--- src/expmul_pkg.sv ---
// shared constants and types for the exponent and multiply datapath
`default_nettype none
package expmul_pkg;
	localparam int WORD_W = 36;
	localparam int SC_W = 9;
	localparam int ADDR_W = 4;
	typedef logic [0:WORD_W-1] word_t;
	typedef logic [0:SC_W-1] count_t;
	// register indices on the plain port
	localparam logic [ADDR_W-1:0] IDX_ACC = 4'h0;
	localparam logic [ADDR_W-1:0] IDX_MEMBUF = 4'h1;
	localparam logic [ADDR_W-1:0] IDX_MULQ = 4'h2;
	localparam logic [ADDR_W-1:0] IDX_STEP = 4'h3;
	localparam logic [ADDR_W-1:0] IDX_EXPHOLD = 4'h4;
	localparam logic [ADDR_W-1:0] IDX_CTRL = 4'h5;
	localparam logic [ADDR_W-1:0] IDX_CMD = 4'h6;
	localparam logic [ADDR_W-1:0] IDX_STATUS = 4'h7;
	// field positions in the low end of a word
	localparam int CTRL_MODE_BIT = 35;
	localparam int CTRL_FIXRET_BIT = 34;
	localparam int CMD_EXP_BIT = 35;
	localparam int CMD_FIXMUL_BIT = 34;
	localparam int CMD_FLTMUL_BIT = 33;
	// step counter values
	localparam count_t SC_PRESET = 9'h080;
	localparam count_t SC_ALL_ONES = 9'h1FF;
	localparam count_t SC_RESET = 9'h000;
	localparam word_t WORD_RESET = 36'h0_0000_0000;
	localparam int FIXED_STEPS = 35;
	localparam int FLOAT_STEPS = 27;
	localparam int EXP_W = 8;
	typedef enum logic [3:0] {
		ST_IDLE = 4'h0,
		ST_EX_PRESET = 4'h1,
		ST_EX_SIGN = 4'h3,
		ST_EX_ADD1 = 4'h2,
		ST_EX_XOR = 4'h6,
		ST_EX_ADD2 = 4'h7,
		ST_EX_FINAL = 4'h5,
		ST_EX_STORE = 4'h4,
		ST_EX_RET = 4'hC,
		ST_M_SETUP = 4'hD,
		ST_M_DECIDE = 4'hF,
		ST_M_ARITH = 4'hE,
		ST_M_SHIFT = 4'hA,
		ST_M_FINISH = 4'hB,
		ST_M_RET = 4'h9
	} state_t;
endpackage : expmul_pkg
`default_nettype wire

--- src/exponent_calc_and_multiply.sv ---
// exponent calculation and shift-and-add multiply subroutines with register port
//
// Implementation choices: the strobed register port and the register offsets.
`default_nettype none
module exponent_calc_and_multiply
	import expmul_pkg::*;
(
	input wire logic ref_clk_in,
	input wire logic rst_in,
	input wire logic [ADDR_W-1:0] addr_in,
	input wire logic [0:WORD_W-1] wdata_in,
	input wire logic wr_in,
	input wire logic rd_in,
	output logic [0:WORD_W-1] rdata_out,
	output logic busy_out,
	output logic exponent_return_pulse_out,
	output logic multiply_return_pulse_out,
	output logic exp_overflow_out
);
	// word layout with bit 0 as sign, counter is nine bits
	typedef struct packed {
		state_t state;
		word_t accumulator_register;
		word_t memory_buffer;
		word_t multiplier_quotient;
		logic mq_extra;
		count_t step_counter;
		count_t exponent_holding;
		logic multiply_mode_flag;
		logic fixed_return_flag;
		logic busy;
		logic exp_ret;
		logic mul_ret;
		word_t rdata;
	} regs_t;

	regs_t cur_ff;
	regs_t nxt_ff;

	logic shift_fill;
	logic pair_equal;
	logic count_done;
	logic xor_signs;

	// float return flag is the mode flag itself
	assign shift_fill = (cur_ff.fixed_return_flag | cur_ff.multiply_mode_flag)
		? cur_ff.accumulator_register[0] : 1'b0;
	assign pair_equal = cur_ff.multiplier_quotient[35] == cur_ff.mq_extra;
	assign count_done = cur_ff.step_counter == SC_ALL_ONES;
	assign xor_signs = cur_ff.accumulator_register[0] ^ cur_ff.memory_buffer[0]
		^ cur_ff.multiply_mode_flag;

	always_comb begin
		nxt_ff = cur_ff;
		nxt_ff.exp_ret = 1'b0;
		nxt_ff.mul_ret = 1'b0;
		nxt_ff.rdata = WORD_RESET;
		if (rd_in) begin
			unique case (addr_in)
				IDX_ACC: nxt_ff.rdata = cur_ff.accumulator_register;
				IDX_MEMBUF: nxt_ff.rdata = cur_ff.memory_buffer;
				IDX_MULQ: nxt_ff.rdata = cur_ff.multiplier_quotient;
				IDX_STEP: nxt_ff.rdata[27:35] = cur_ff.step_counter;
				IDX_EXPHOLD: nxt_ff.rdata[27:35] = cur_ff.exponent_holding;
				IDX_CTRL: begin
					nxt_ff.rdata[CTRL_MODE_BIT] = cur_ff.multiply_mode_flag;
					nxt_ff.rdata[CTRL_FIXRET_BIT] = cur_ff.fixed_return_flag;
				end
				IDX_STATUS: begin
					nxt_ff.rdata[30:33] = cur_ff.state;
					nxt_ff.rdata[34] = cur_ff.mq_extra;
					nxt_ff.rdata[35] = cur_ff.busy;
				end
				default: nxt_ff.rdata = WORD_RESET;
			endcase
		end
		// operand loads are refused while a subroutine runs, so a sequence never sees a torn operand
		if (wr_in && !cur_ff.busy) begin
			unique case (addr_in)
				IDX_ACC: nxt_ff.accumulator_register = wdata_in;
				IDX_MEMBUF: nxt_ff.memory_buffer = wdata_in;
				IDX_MULQ: nxt_ff.multiplier_quotient = wdata_in;
				IDX_STEP: nxt_ff.step_counter = wdata_in[27:35];
				IDX_CTRL: begin
					nxt_ff.multiply_mode_flag = wdata_in[CTRL_MODE_BIT];
					nxt_ff.fixed_return_flag = wdata_in[CTRL_FIXRET_BIT];
				end
				IDX_CMD: begin
					if (wdata_in[CMD_EXP_BIT]) begin
						nxt_ff.state = ST_EX_PRESET;
						nxt_ff.busy = 1'b1;
					end else if (wdata_in[CMD_FIXMUL_BIT] || wdata_in[CMD_FLTMUL_BIT]) begin
						nxt_ff.state = ST_M_SETUP;
						nxt_ff.busy = 1'b1;
					end
				end
				default: ;
			endcase
		end
		unique case (cur_ff.state)
			ST_IDLE: ;
			ST_EX_PRESET: begin
				nxt_ff.step_counter = SC_PRESET;
				nxt_ff.state = ST_EX_SIGN;
			end
			ST_EX_SIGN: begin
				// the mode flag inverts the sign test, so divide reuses the multiply path
				if (cur_ff.accumulator_register[0] != cur_ff.multiply_mode_flag) begin
					nxt_ff.step_counter = ~cur_ff.step_counter;
				end
				nxt_ff.state = ST_EX_ADD1;
			end
			ST_EX_ADD1: begin
				// excess-128 field added with its sign
				nxt_ff.step_counter = cur_ff.step_counter + cur_ff.accumulator_register[0:8];
				nxt_ff.state = ST_EX_XOR;
			end
			ST_EX_XOR: begin
				if (!xor_signs) begin
					nxt_ff.step_counter = ~cur_ff.step_counter;
				end else begin
					nxt_ff.step_counter = cur_ff.step_counter + 9'h001;
				end
				nxt_ff.state = ST_EX_ADD2;
			end
			ST_EX_ADD2: begin
				nxt_ff.step_counter = cur_ff.step_counter + cur_ff.memory_buffer[0:8];
				nxt_ff.state = ST_EX_FINAL;
			end
			ST_EX_FINAL: begin
				if (cur_ff.memory_buffer[0] == cur_ff.multiply_mode_flag) begin
					nxt_ff.step_counter = ~cur_ff.step_counter;
				end
				nxt_ff.state = ST_EX_STORE;
			end
			ST_EX_STORE: begin
				// overflow stays visible in the sign for the normalize step
				nxt_ff.exponent_holding = cur_ff.step_counter;
				nxt_ff.step_counter = SC_RESET;
				nxt_ff.accumulator_register[1:EXP_W] = {EXP_W{cur_ff.accumulator_register[0]}};
				nxt_ff.memory_buffer[1:EXP_W] = {EXP_W{cur_ff.memory_buffer[0]}};
				nxt_ff.state = ST_EX_RET;
			end
			ST_EX_RET: begin
				nxt_ff.exp_ret = 1'b1;
				nxt_ff.busy = 1'b0;
				nxt_ff.state = ST_IDLE;
			end
			ST_M_SETUP: begin
				nxt_ff.multiplier_quotient = cur_ff.memory_buffer;
				nxt_ff.memory_buffer = cur_ff.accumulator_register;
				nxt_ff.accumulator_register = WORD_RESET;
				nxt_ff.mq_extra = 1'b0;
				nxt_ff.state = ST_M_DECIDE;
			end
			ST_M_DECIDE: begin
				// unequal pairs always do their arithmetic, even on the last step
				// otherwise the top transition into the sign would be lost
				if (!pair_equal) begin
					nxt_ff.state = ST_M_ARITH;
				end else if (count_done) begin
					nxt_ff.state = ST_M_FINISH;
				end else begin
					nxt_ff.state = ST_M_SHIFT;
				end
			end
			ST_M_ARITH: begin
				// pair 0-to-1 toward significance subtracts, 1-to-0 adds
				if (cur_ff.multiplier_quotient[35]) begin
					nxt_ff.accumulator_register = cur_ff.accumulator_register - cur_ff.memory_buffer;
				end else begin
					nxt_ff.accumulator_register = cur_ff.accumulator_register + cur_ff.memory_buffer;
				end
				nxt_ff.state = count_done ? ST_M_FINISH : ST_M_SHIFT;
			end
			ST_M_SHIFT: begin
				nxt_ff.step_counter = cur_ff.step_counter + 9'h001;
				// one chained shifter; low product bits enter as multiplier bits leave
				{nxt_ff.accumulator_register, nxt_ff.multiplier_quotient, nxt_ff.mq_extra} =
					{shift_fill, cur_ff.accumulator_register, cur_ff.multiplier_quotient};
				nxt_ff.state = ST_M_DECIDE;
			end
			ST_M_FINISH: begin
				// low half sits in bits 1-35 with accumulator sign in 0
				nxt_ff.step_counter = SC_RESET;
				nxt_ff.multiplier_quotient = {cur_ff.accumulator_register[0], cur_ff.multiplier_quotient[0:34]};
				nxt_ff.state = ST_M_RET;
			end
			ST_M_RET: begin
				nxt_ff.mul_ret = 1'b1;
				nxt_ff.busy = 1'b0;
				nxt_ff.state = ST_IDLE;
			end
			default: begin
				nxt_ff.busy = 1'b0;
				nxt_ff.state = ST_IDLE;
			end
		endcase
	end

	always_ff @(posedge ref_clk_in or posedge rst_in) begin
		if (rst_in) begin
			cur_ff <= '{state: ST_IDLE, accumulator_register: WORD_RESET, memory_buffer: WORD_RESET,
				multiplier_quotient: WORD_RESET, mq_extra: 1'b0, step_counter: SC_RESET,
				exponent_holding: SC_RESET, multiply_mode_flag: 1'b0, fixed_return_flag: 1'b0,
				busy: 1'b0, exp_ret: 1'b0, mul_ret: 1'b0, rdata: WORD_RESET};
		end else begin
			cur_ff <= nxt_ff;
		end
	end

	assign rdata_out = cur_ff.rdata;
	assign busy_out = cur_ff.busy;
	assign exponent_return_pulse_out = cur_ff.exp_ret;
	assign multiply_return_pulse_out = cur_ff.mul_ret;
	assign exp_overflow_out = cur_ff.exponent_holding[0];
endmodule : exponent_calc_and_multiply
`default_nettype wire

--- config.mk ---
export PLATFORM = sky130hd
export DESIGN_NAME = exponent_calc_and_multiply
export DESIGN_NICKNAME = d
export VERILOG_FILES = /design/src/expmul_pkg.sv /design/src/exponent_calc_and_multiply.sv
export SDC_FILE = /design/constraint.sdc
export NUM_CORES = 1
export LEC_CHECK = 0
export ABC_CLOCK_PERIOD_IN_PS = 4600
export BUFFER_PORTS_ARGS = -buffer_cell sky130_fd_sc_hd__buf_2
export CORE_UTILIZATION = 35
export DETAILED_ROUTE_END_ITERATION = 8
export PLACE_DENSITY = 0.53
export SETUP_SLACK_MARGIN = 0.15
export SYNTH_ARGS = -nofsm -noshare
export SYNTH_HDL_FRONTEND = slang
export SYNTH_SLANG_ARGS = --single-unit
--- constraint.sdc ---
create_clock -name ref_clk_in -period 4.6 [get_ports ref_clk_in]
set_input_delay 0.23 -clock ref_clk_in [delete_from_list [all_inputs] [get_ports ref_clk_in]]
set_output_delay 0.23 -clock ref_clk_in [all_outputs]
set_load 0.02 [all_outputs]
Word-level counts from Yosys, hierarchy flattened
Cells that the tools add are included. W data, S select, Z words.

Register bits: 172. Bits of input ports: 44. Output and inout bits: 40. Word-level logic and storage cells: 123.

Add/subtract/negate cells: 5. Equality and inequality tests: 32. Muxes and demuxes: 38. Bitwise gates (word level): 4. Reductions and logical operators: 28.

Operator list (count): $mux W36 (5); $pmux W27 S3 (2); $mux W112 (1); $pmux W36 S3 (1); $pmux W9 S8 (1); $pmux W4 S12 (1); $mux W9 (5); $add A36 B36 Y36 (1); $sub A36 B36 Y36 (1); $eq A4 B3 Y1 const B (8); $pmux W8 S4 (1); $eq A4 B4 Y1 const B (7); $mux W27 (1); $pmux W4 S6 (1); $add A9 B9 Y9 (2); $eq A4 B2 Y1 const B (4); $pmux W8 S2 (1); $reduce_bool A4 Y1 (4); $pmux W3 S5 (1); $pmux W2 S7 (1); $reduce_or A13 Y1 (1); $mux W4 (3); $reduce_and A2 Y1 (6); $mux W1 (10); other kinds (24) (38).

Logic depth before layout (Yosys ltp)
Gate-level depths: netlist of the first run.

Word-level depth: 6. Mapped depth: 19. Gate-level depth less buffers: 18.

Worst setup path after synthesis of the first run
Ideal clock, no wire load.

Kind: register to register. From: reg cur_ff[105] (netlist bit). To: reg cur_ff[167] (netlist bit). Setup time: 0.101 ns. Arrival time: 3.733 ns. Required time: 4.499 ns. Slack: 0.766 ns. Stages on the path, launching flop included: 17. Buffers on the path: 2. Period minus slack after synthesis: 3.834 ns. Cell sequence: dfrtp_1 buf_6 or4_4 nor4_4 and2_1 nor2_1 xnor2_1 ha_1 clkbuf_1 nand4_1 a2111oi_0 o311ai_1 nand2_1 o211ai_1 o41a_1 and3b_1 nor4_1.

Longest elaborated chain between the ends: 3. Elaborated cells between the ends (all ways): 4. Classes of those cells: 2 x add/sub; 2 x mux.

Ends and longest elaborated chain: start: declaration (RTL line exponent_calc_and_multiply.sv:37) `regs_t cur_ff;`; start signal: assignment (RTL line exponent_calc_and_multiply.sv:203) `cur_ff <= '{state: ST_IDLE, accumulator_register: WORD_RESET, memory_buffer: WORD_RESET,`; start signal: assignment (RTL line exponent_calc_and_multiply.sv:208) `cur_ff <= nxt_ff;`; $add A36 B36 Y36 or $sub A36 B36 Y36 (tied branches) (RTL line exponent_calc_and_multiply.sv:172, exponent_calc_and_multiply.sv:170); $mux W36 (*) (RTL line exponent_calc_and_multiply.sv:169) `if (cur_ff.multiplier_quotient[35]) begin`; $pmux W1 S3 (*) (RTL line exponent_calc_and_multiply.sv:100) `unique case (cur_ff.state)`.

Mark *: on every way between the ends. The rest lies on a longest branch, timed or not. A chain may end at the register's enable or synchronous reset.

Worst setup path after layout of the first run
From: reg cur_ff[99] (netlist bit). To: reg cur_ff[167] (netlist bit).

Same word-level chain as after synthesis.

==> results of run 1 <==
-- layout make-up --
type / instances / area (um^2)
Sequential cell: 172 / 4300
Multi-Input combinational cell: 1206 / 7480
Clock inverter: 14 / 135
Fill cell: 3586 / 21200
Tap cell: 455 / 569
Timing Repair Buffer: 107 / 623
Clock buffer: 18 / 439
Inverter: 30 / 116
-- registers in the layout (all words and copies together), names as in the netlist --
signal / flops
exp_overflow_out: 1
multiply_return_pulse_out: 1
rdata_out: 36
cur_ff: 132
exponent_return_pulse_out: 1
busy_out: 1
-- routing by layer --
layer | vias up | part of all wire (%) | GRT usage (%)
met5 | - | 0 | 0
met1 | 5577 | 46 | 31.0
met3 | 39 | 4.5 | 3.05
met2 | 301 | 47 | 36.1
li1 | 5456 | - | -
met4 | 0 | 1.8 | 6.20
-- layout by cell type (no fill, tap or decap), types with 7 or more instances in the layout --
cell type,netlist,final
nand2b_1,23,23
a21o_1,13,13
mux2_2,12,12
clkbuf_16,0,17
ha_1,46,44
buf_2,5,83
a22oi_1,45,45
nand2_1,198,196
buf_4,37,21
dfrtp_1,172,172
mux2i_1,71,71
xor2_1,23,23
a211oi_1,11,11
and3_1,14,12
o21a_1,8,8
o221ai_1,11,11
nand3_1,20,20
nor3_1,24,22
nor2b_1,11,9
o21bai_1,7,7
inv_1,29,28
a21oi_1,156,155
xnor2_1,56,56
a31oi_1,58,58
nor2_1,197,194
and2_1,7,7
o21ai_0,99,99
-- how the worst max path moves through the flow --
| stage | from | end | slack, ns | cells after the start |
|---|---|---|---|---|
| 2_1_floorplan | cur_ff[105] | cur_ff[167] | 0.77 | 16 |
| 3_3_place_gp | cur_ff[99] | cur_ff[167] | 0.36 | 14 |
| 3_5_place_dp | cur_ff[99] | cur_ff[167] | 0.15 | 14 |
| 4_1_cts | cur_ff[99] | cur_ff[167] | 0.23 | 14 |
| 5_1_grt | cur_ff[107] | cur_ff[167] | 0.13 | 16 |
| 6_report | cur_ff[99] | cur_ff[167] | 0.38 | 14 |
-- cell families (layout without fill, tap and decap cells) --
group           Yosys count  after routing  synth area share, %
buf+inv                 171            169                 6.49
flops                   172            172                 34.3
xor+xnor                 79             79                 5.52
compound gates          462            462                 22.4
mux                      87             87                 7.49
simple gates            530            530                 18.9
fa+ha+maj                48             48                 4.91
-- worst min-delay path: stages --
cell,delay [ns]
buf_2,0.12
nand2_1,0.05
a31oi_1,0.07
-- repair_timing --
action	in CTS	in global routing
pin swaps	0	2
resized for setup	1	6
hold buffers	1	0
setup buffers	0	1
endpoints found under the setup margin	1	3
endpoints found under the hold margin	32	0
gates cloned	0	0
-- per-stage QoR --
step                setup slack [ns]  std cells  area, um^2
finish                         0.379       2002       13700
global route                   0.127       2002       13700
CTS                            0.235       2001       13600
detailed placement             0.145       1968       13100
global placement               0.359       1968       13100
floorplan                      0.766       1549       12500
-- power breakdown --
group | internal, mW | leakage (nW) | total, mW | switching [mW]
registers | 2.11 | 2.08 | 3.09 | 0.986
logic | 2.96 | 3.66 | 7.11 | 4.15
clock network | 0.769 | 0.275 | 1.45 | 0.683
==> results.yml, run 1 <==
logic_synthesis:
  synth_common_cells: "nand2_1 (198), nor2_1 (197), dfrtp_1 (172)"
  ys_top_cells_by_area: "dfrtp_1 (34%), a21oi_1 (6.2%), nand2_1 (5.9%)"
  synth-seq-cells: 172
  post-synth-top-count-cell: "nand2_1"
  syn_area_um2: 12500
  synth-seq-area-share_pct: 34.3
  yosysTopAreaCell: "dfrtp_1"
  syn_nets: 1641
  ys.flop_type: "dfrtp_1"
  async_flop_share_pct: 100
  synth.distinct_cells: 69
  ys_warn_count: 0
  synth_top_area_share_pct: 34.3
  synth-edff-count: 0
  syn_inst: 1549
  postSynthAreaPerCell_um2: 8.10
job:
  drv_cap: 0
die:
  core_area_um2: 34900
  die_x_um: 191
  io_pins: 84
  initial_utilization_pct: 35.9
  num_rows: 68
  die_y_um: 191
  die-area_um2: 36600
route:
  routed-via-count: 11400
  firstDrtPassIters: 5
  drc: 0
  routed_wirelength_um: 39900
  drt_iter0_markers: 846
  ant_nets: 0
  wire_per_inst_um: 19.9
  avgViaCountPerCell: 5.68
cells_and_area:
  post-route-util_pct: 39.2
  nNetsFinal: 1626
  area_growth_pct: 8.99
  drive_gt1_share_pct: 11.8
  diodes: 0
sta:
  post-route-min-period_ns: 4.22
  setup_viol: 0
  whs_ns: 0.0539
  finalHoldViolations: 0
  tightest_slew_ns: 0.992
  rsz0062_at_grt: "true"
  clock_skew_ns: 0.0123
  period_share_pct: 91.8
  max_freq_mhz: 237
  slew_headroom_pct: 33.6
  tns_ns: 0
  slew_viol_final: 0
setup_path:
  critPathBufInv: 0
  crit_chain: "or4_4, nor3_4, and3_2, a21oi_1, xnor2_1, ha_1, nand2_1, a2111oi_2, o311ai_1, nand2_1, o211ai_1, o41a_1, and3b_1, nor4_1"
  cp_slowest_cell: "or4_4"
  r2r-end: "cur_ff[167]"
  critPathKind: "reg2reg"
  worstPathArrival_ns: 4.58
  start_kind: "flop"
  cpLargestDelayFamily: "simple AND/OR/NAND/NOR gates"
  slowest_delay_ns: 0.61
  cp-end-kind: "flop"
  r2r_cells: 14
  path_max_fanout: 7
  r2r-start: "cur_ff[99]"
  required_ns: 4.96
  timing.critical_path.mode_cell: "nand2_1"
  r2r_slack_ns: 0.38
pwr:
  p_leak_nw: 6.02
  p_per_area_nw_per_um2: 852
  ir_worst_vdd_mv: 0.384
  power_mw: 11.7
place:
  dp_hpwl_um: 28400
  routabilityCongestion: 0.877
  portBuffers: 83
hold_path:
  min_path_type: "in2reg"
  holdPathStages: 3
  holdPathEnd: "cur_ff[90]"
  min_from: "wdata_in[5]"
clock_tree:
  cts_buffers: 17
  clk_path_buf_depth: 2
  htree_levels: 4
  clock_latency_ns: 0.45
  path_clk_slew_ns: 0.08
  clock_sinks: 172
  cts_root_buf: "clkbuf_16"
  cts_tree: "built"
global_route:
  grt_usage_pct: 22.4
  grt_pass1_wl_um: 63300
  grt_max_degree: 93
  grt_overflow: 0
  grt_pass1_vias: 11100
  antenna_found_initial: 1
outcome:
  outcome: "finished, final reports clean"
(Power assumes the default switching activity.)
==> inputs of run 2 (changes only) <==
Settings changed: ABC_CLOCK_PERIOD_IN_PS 4600 to 5400, PLACE_DENSITY 0.53 to 0.51.
Clock period 4.6 ns to 5.4 ns, I/O delays scaled along.
==> results.yml, run 2 (synthesis gave the netlist of run 1 again) <==
outcome:
  outcome: "finished, final reports clean"
setup_path:
  r2r_cells: 14
  worstPathArrival_ns: 4.78
  required_ns: 5.76
  start_kind: "flop"
  r2r-end: "cur_ff[167]"
  r2r_slack_ns: 0.98
  r2r-start: "cur_ff[99]"
  path_max_fanout: 7
  critPathKind: "reg2reg"
  cp-end-kind: "flop"
sta:
  slew_headroom_pct: 30.2
  tightest_slew_ns: 1.05
  period_share_pct: 81.9
  setup_viol: 0
  slew_viol_final: 0
  tns_ns: 0
  whs_ns: 0.0881
  clock_skew_ns: 0.0133
  rsz0062_at_grt: "false"
  max_freq_mhz: 226
  post-route-min-period_ns: 4.42
  finalHoldViolations: 0
route:
  drt_iter0_markers: 848
  firstDrtPassIters: 5
  ant_nets: 0
  wire_per_inst_um: 20.1
  drc: 0
  routed-via-count: 11300
  routed_wirelength_um: 40100
  avgViaCountPerCell: 5.67
cells_and_area:
  nNetsFinal: 1620
  drive_gt1_share_pct: 11.0
  final_common_cell: "nand2_1"
  diodes: 0
  fillers: 3619
  area_growth_pct: 8.59
  final_cell_mix: "nand2_1 (196), nor2_1 (194), dfrtp_1 (172)"
  largest_reg_flops: 132
  regMostFlops: "cur_ff"
pwr:
  p_per_area_nw_per_um2: 730
  p_leak_nw: 6.02
  ir_worst_vdd_mv: 0.333
global_route:
  antenna_found_initial: 0
  grt_pass1_vias: 11000
  grt_usage_pct: 22.5
  grt_max_degree: 61
  grt_pass1_wl_um: 63600
  grt_overflow: 0
place:
  dp_hpwl_um: 28200
  portBuffers: 83
  routabilityCongestion: 0.861
clock_tree:
  cts_root_buf: "clkbuf_16"
  path_clk_slew_ns: 0.08
  cts_tree: "built"
  clk_path_buf_depth: 2
  cts_buffers: 17
  clock_latency_ns: 0.46
  htree_levels: 4
  clock_sinks: 172
hold_path:
  min_path_type: "in2reg"
  min_from: "wdata_in[10]"
  holdPathStages: 3
  holdPathEnd: "cur_ff[85]"
die:
  core_area_um2: 34900
  num_rows: 68
  io_pins: 84
  die-area_um2: 36600
  initial_utilization_pct: 35.9
  die_y_um: 191
  die_x_um: 191
job:
  drv_cap: 0
[run 2: cell count changes in the layout (fill, tap and decap cells not counted), sizes merged]
cell      change
clkbuf        -1
inv           +2
buf           -6
clkinvlp      -3
bufinv        +2
[run 2: worst max-delay path by stage]
stage                              to  depth (start not counted)        start  slack, ns
after floorplan              busy_out                          1       rst_in       0.47
after global placement    cur_ff[167]                         14   cur_ff[99]       1.16
after detailed placement  cur_ff[167]                         14   cur_ff[99]       0.97
after CTS                 cur_ff[167]                         14   cur_ff[99]       0.95
after global routing      cur_ff[167]                         14  cur_ff[107]       0.50
final                     cur_ff[167]                         14   cur_ff[99]       0.98
[run 2: per-stage QoR]
stage,power (mW),std cells,worst slack [ns],area [um^2],util (%)
after floorplan,7.08,1549,0.470,12500,-
after global placement,8.54,1963,1.16,13000,37.3
after detailed placement,8.57,1963,0.968,13000,37.3
after CTS,9.95,1996,0.946,13600,39.0
after global routing,10.8,1996,0.503,13600,39.0
final,9.94,1996,0.975,13600,39.0
[run 2: final cells by class]
class / instances / area (um^2) / share of cell area, %
clock inverters: 15 / 185 / 1.36
multi-input cells: 1206 / 7460 / 54.8
inverters: 30 / 120 / 0.882
flip-flops and latches: 172 / 4300 / 31.6
repair buffers: 101 / 553 / 4.06
well taps: 455 / 569 / 4.18
clock buffers: 17 / 425 / 3.12
[run 2: power by group]
part / internal, mW / switching [mW] / total (mW)
registers: 1.79 / 0.907 / 2.70
logic: 2.46 / 3.44 / 5.91
clock network: 0.737 / 0.598 / 1.34
total: 4.99 / 4.95 / 9.94
[run 2: repair_timing]
item,in CTS,in global routing
hold endpoints to repair,58,0
setup buffers,0,0
hold buffers,1,0
gates resized for setup,0,0
[run 2: worst max-delay path: stages (launching register included)]
cell and delay [ns]:
dfrtp_1 0.44, or4_4 0.61, nor3_4 0.36, and3_2 0.29
nor2_1 0.06, xnor2_1 0.17, ha_1 0.40, o21ai_1 0.11
a2111oi_0 0.62, o311ai_1 0.21, nand2_1 0.17, o211ai_1 0.14
o41a_1 0.34, and3b_1 0.17, nor4_1 0.24
[run 2: metal layers]
layer / share of wire, % / global-route usage, % / vias up
met2: 47 / 36.1 / 314
met5: 0 / 0 / -
met1: 47 / 31.1 / 5528
li1: - / - / 5431
met3: 5.0 / 3.14 / 42
met4: 1.6 / 6.84 / 0
==> inputs of run 3 (changes only) <==
Settings changed: ABC_CLOCK_PERIOD_IN_PS 5400 to 4450.
Clock period 5.4 ns to 4.45 ns, I/O delays scaled along.
==> results.yml, run 3 (synthesis gave the netlist of run 1 again) <==
setup_path:
  cp-end-kind: "flop"
  worstPathArrival_ns: 4.40
  start_kind: "flop"
  critPathBufInv: 0
  cp_slowest_cell: "or4_4"
  cpLargestDelayFamily: "simple AND/OR/NAND/NOR gates"
  critPathKind: "reg2reg"
  required_ns: 4.81
  crit_chain: "or4_4, nor4_4, and3_2, and2_1, and3b_2, a21oi_1, xnor2_1, ha_2, a21o_1, a21o_1, a21oi_1, or3_1, o21a_1, o41a_1, and3b_1, nor4_1"
  slowest_delay_ns: 0.61
  path_max_fanout: 9
global_route:
  grt_max_degree: 84
  grt_pass1_wl_um: 63800
  grt_usage_pct: 22.6
  grt_overflow: 0
  antenna_found_initial: 1
  grt_pass1_vias: 11000
cells_and_area:
  regMostFlops: "cur_ff"
  area_growth_pct: 9.81
  final_cell_mix: "nand2_1 (196), nor2_1 (193), dfrtp_1 (172)"
  post-route-util_pct: 39.5
  drive_gt1_share_pct: 12.5
  largest_reg_flops: 132
  diodes: 0
  final_common_cell: "nand2_1"
  fillers: 3623
  nNetsFinal: 1638
route:
  dr.max_layer_used: "met4"
  routed-via-count: 11300
  avgViaCountPerCell: 5.61
  ant_nets: 0
  met2_wirelength_um: 18500
  routed_wirelength_um: 40000
  drc: 0
  wire_per_inst_um: 19.8
  wl_met1_um: 19100
  firstDrtPassIters: 6
  routed-wl-met3_um: 1720
  drt_iter0_markers: 823
pwr:
  swShare_pct: 49.3
  combPwrFrac_pct: 61.3
  seq_power_share_pct: 25.9
  ir_worst_vdd_mv: 0.317
  power_mw: 12.1
  p_leak_nw: 6.08
  p_int_mw: 6.15
  p_per_area_nw_per_um2: 881
  p_sw_mw: 5.98
  clockPowerShare_pct: 12.8
clock_tree:
  clk_path_buf_depth: 2
  cts_tree: "built"
  clock_latency_ns: 0.47
  cts_buffers: 17
  htree_levels: 4
  path_clk_slew_ns: 0.07
  clock_sinks: 172
  cts_root_buf: "clkbuf_16"
place:
  dp_hpwl_um: 28700
  routabilityCongestion: 0.875
  dp_slack_ns: 0.0712
  portBuffers: 83
sta:
  tightest_slew_ns: 1.04
  setup_viol: 0
  clock_skew_ns: 0.0165
  slew_viol_final: 0
  max_freq_mhz: 248
  rsz0062_at_grt: "false"
  tns_ns: 0
  finalHoldViolations: 0
  whs_ns: 0.0374
  post-route-min-period_ns: 4.03
  fin_ws_ns: 0.415
  slew_headroom_pct: 30.5
  period_share_pct: 90.7
job:
  drv_cap: 0
die:
  die_x_um: 191
  die-area_um2: 36600
  die_y_um: 191
  core_area_um2: 34900
  initial_utilization_pct: 35.9
  io_pins: 84
  num_rows: 68
outcome:
  outcome: "finished, final reports clean"
hold_path:
  min_path_type: "in2reg"
-- run 3: cell types whose count changed in the layout (fill, tap and decap cells not counted), sizes merged --
cell      delta
clkbuf       +5
bufinv       -1
inv          -6
clkinvlp     +2
buf         +18
-- run 3: what timing repair did --
action,in CTS,in global routing
pin swaps,0,4
setup endpoints to repair,1,6
buffers inserted,0,2
endpoints found under the hold margin,7,0
hold buffers,1,0
gates resized for setup,2,10
-- run 3: power by group through the flow --
stage               Sequential, mW  Clock [mW]  Combinational (mW)
floorplan                     2.73           0                5.87
global placement              3.14           0                7.36
detailed placement            3.16           0                7.34
CTS                           3.13        1.59                7.39
global route                  3.26        1.64                8.33
finish                        3.14        1.55                7.43
-- run 3: path summary, 6_finish.rpt --
check	depth (start not counted)	startpoint	to	slack, ns
hold reg to reg	2	cur_ff[45]	cur_ff[45]	0.48
min in group asynchronous	3	rst_in	cur_ff[57]	0.27
setup reg to reg	16	cur_ff[107]	cur_ff[167]	0.42
hold / removal	3	wdata_in[12]	cur_ff[83]	0.04
max in group asynchronous	4	rst_in	cur_ff[143]	3.22
setup / recovery	16	cur_ff[107]	cur_ff[167]	0.42
-- run 3: layer usage --
metal | vias up | track usage (%)
li1 | 5465 | -
met1 | 5528 | 31.9
met2 | 266 | 36.1
met3 | 35 | 3.16
met4 | 0 | 5.71
met5 | - | 0
-- run 3: metrics by stage --
step                      cell area (um^2)  cells
after detailed placement             13100   1979
after floorplan                      12500   1549
after CTS                            13700   2012
after global routing                 13800   2014
final                                13800   2014
after global placement               13100   1979
-- run 3: worst min-delay path, stage by stage --
cell	delay [ns]
buf_2	0.11
nand2_1	0.05
a31oi_1	0.07
-- run 3: layout make-up --
class	count	area [um^2]	share of cell area (%)
Multi-Input combinational cell	1206	7490	54.4
Sequential cell	172	4300	31.3
Timing Repair Buffer	119	713	5.18
Tap cell	455	569	4.13
Clock buffer	22	464	3.37
Clock inverter	10	116	0.845
Inverter	30	116	0.845
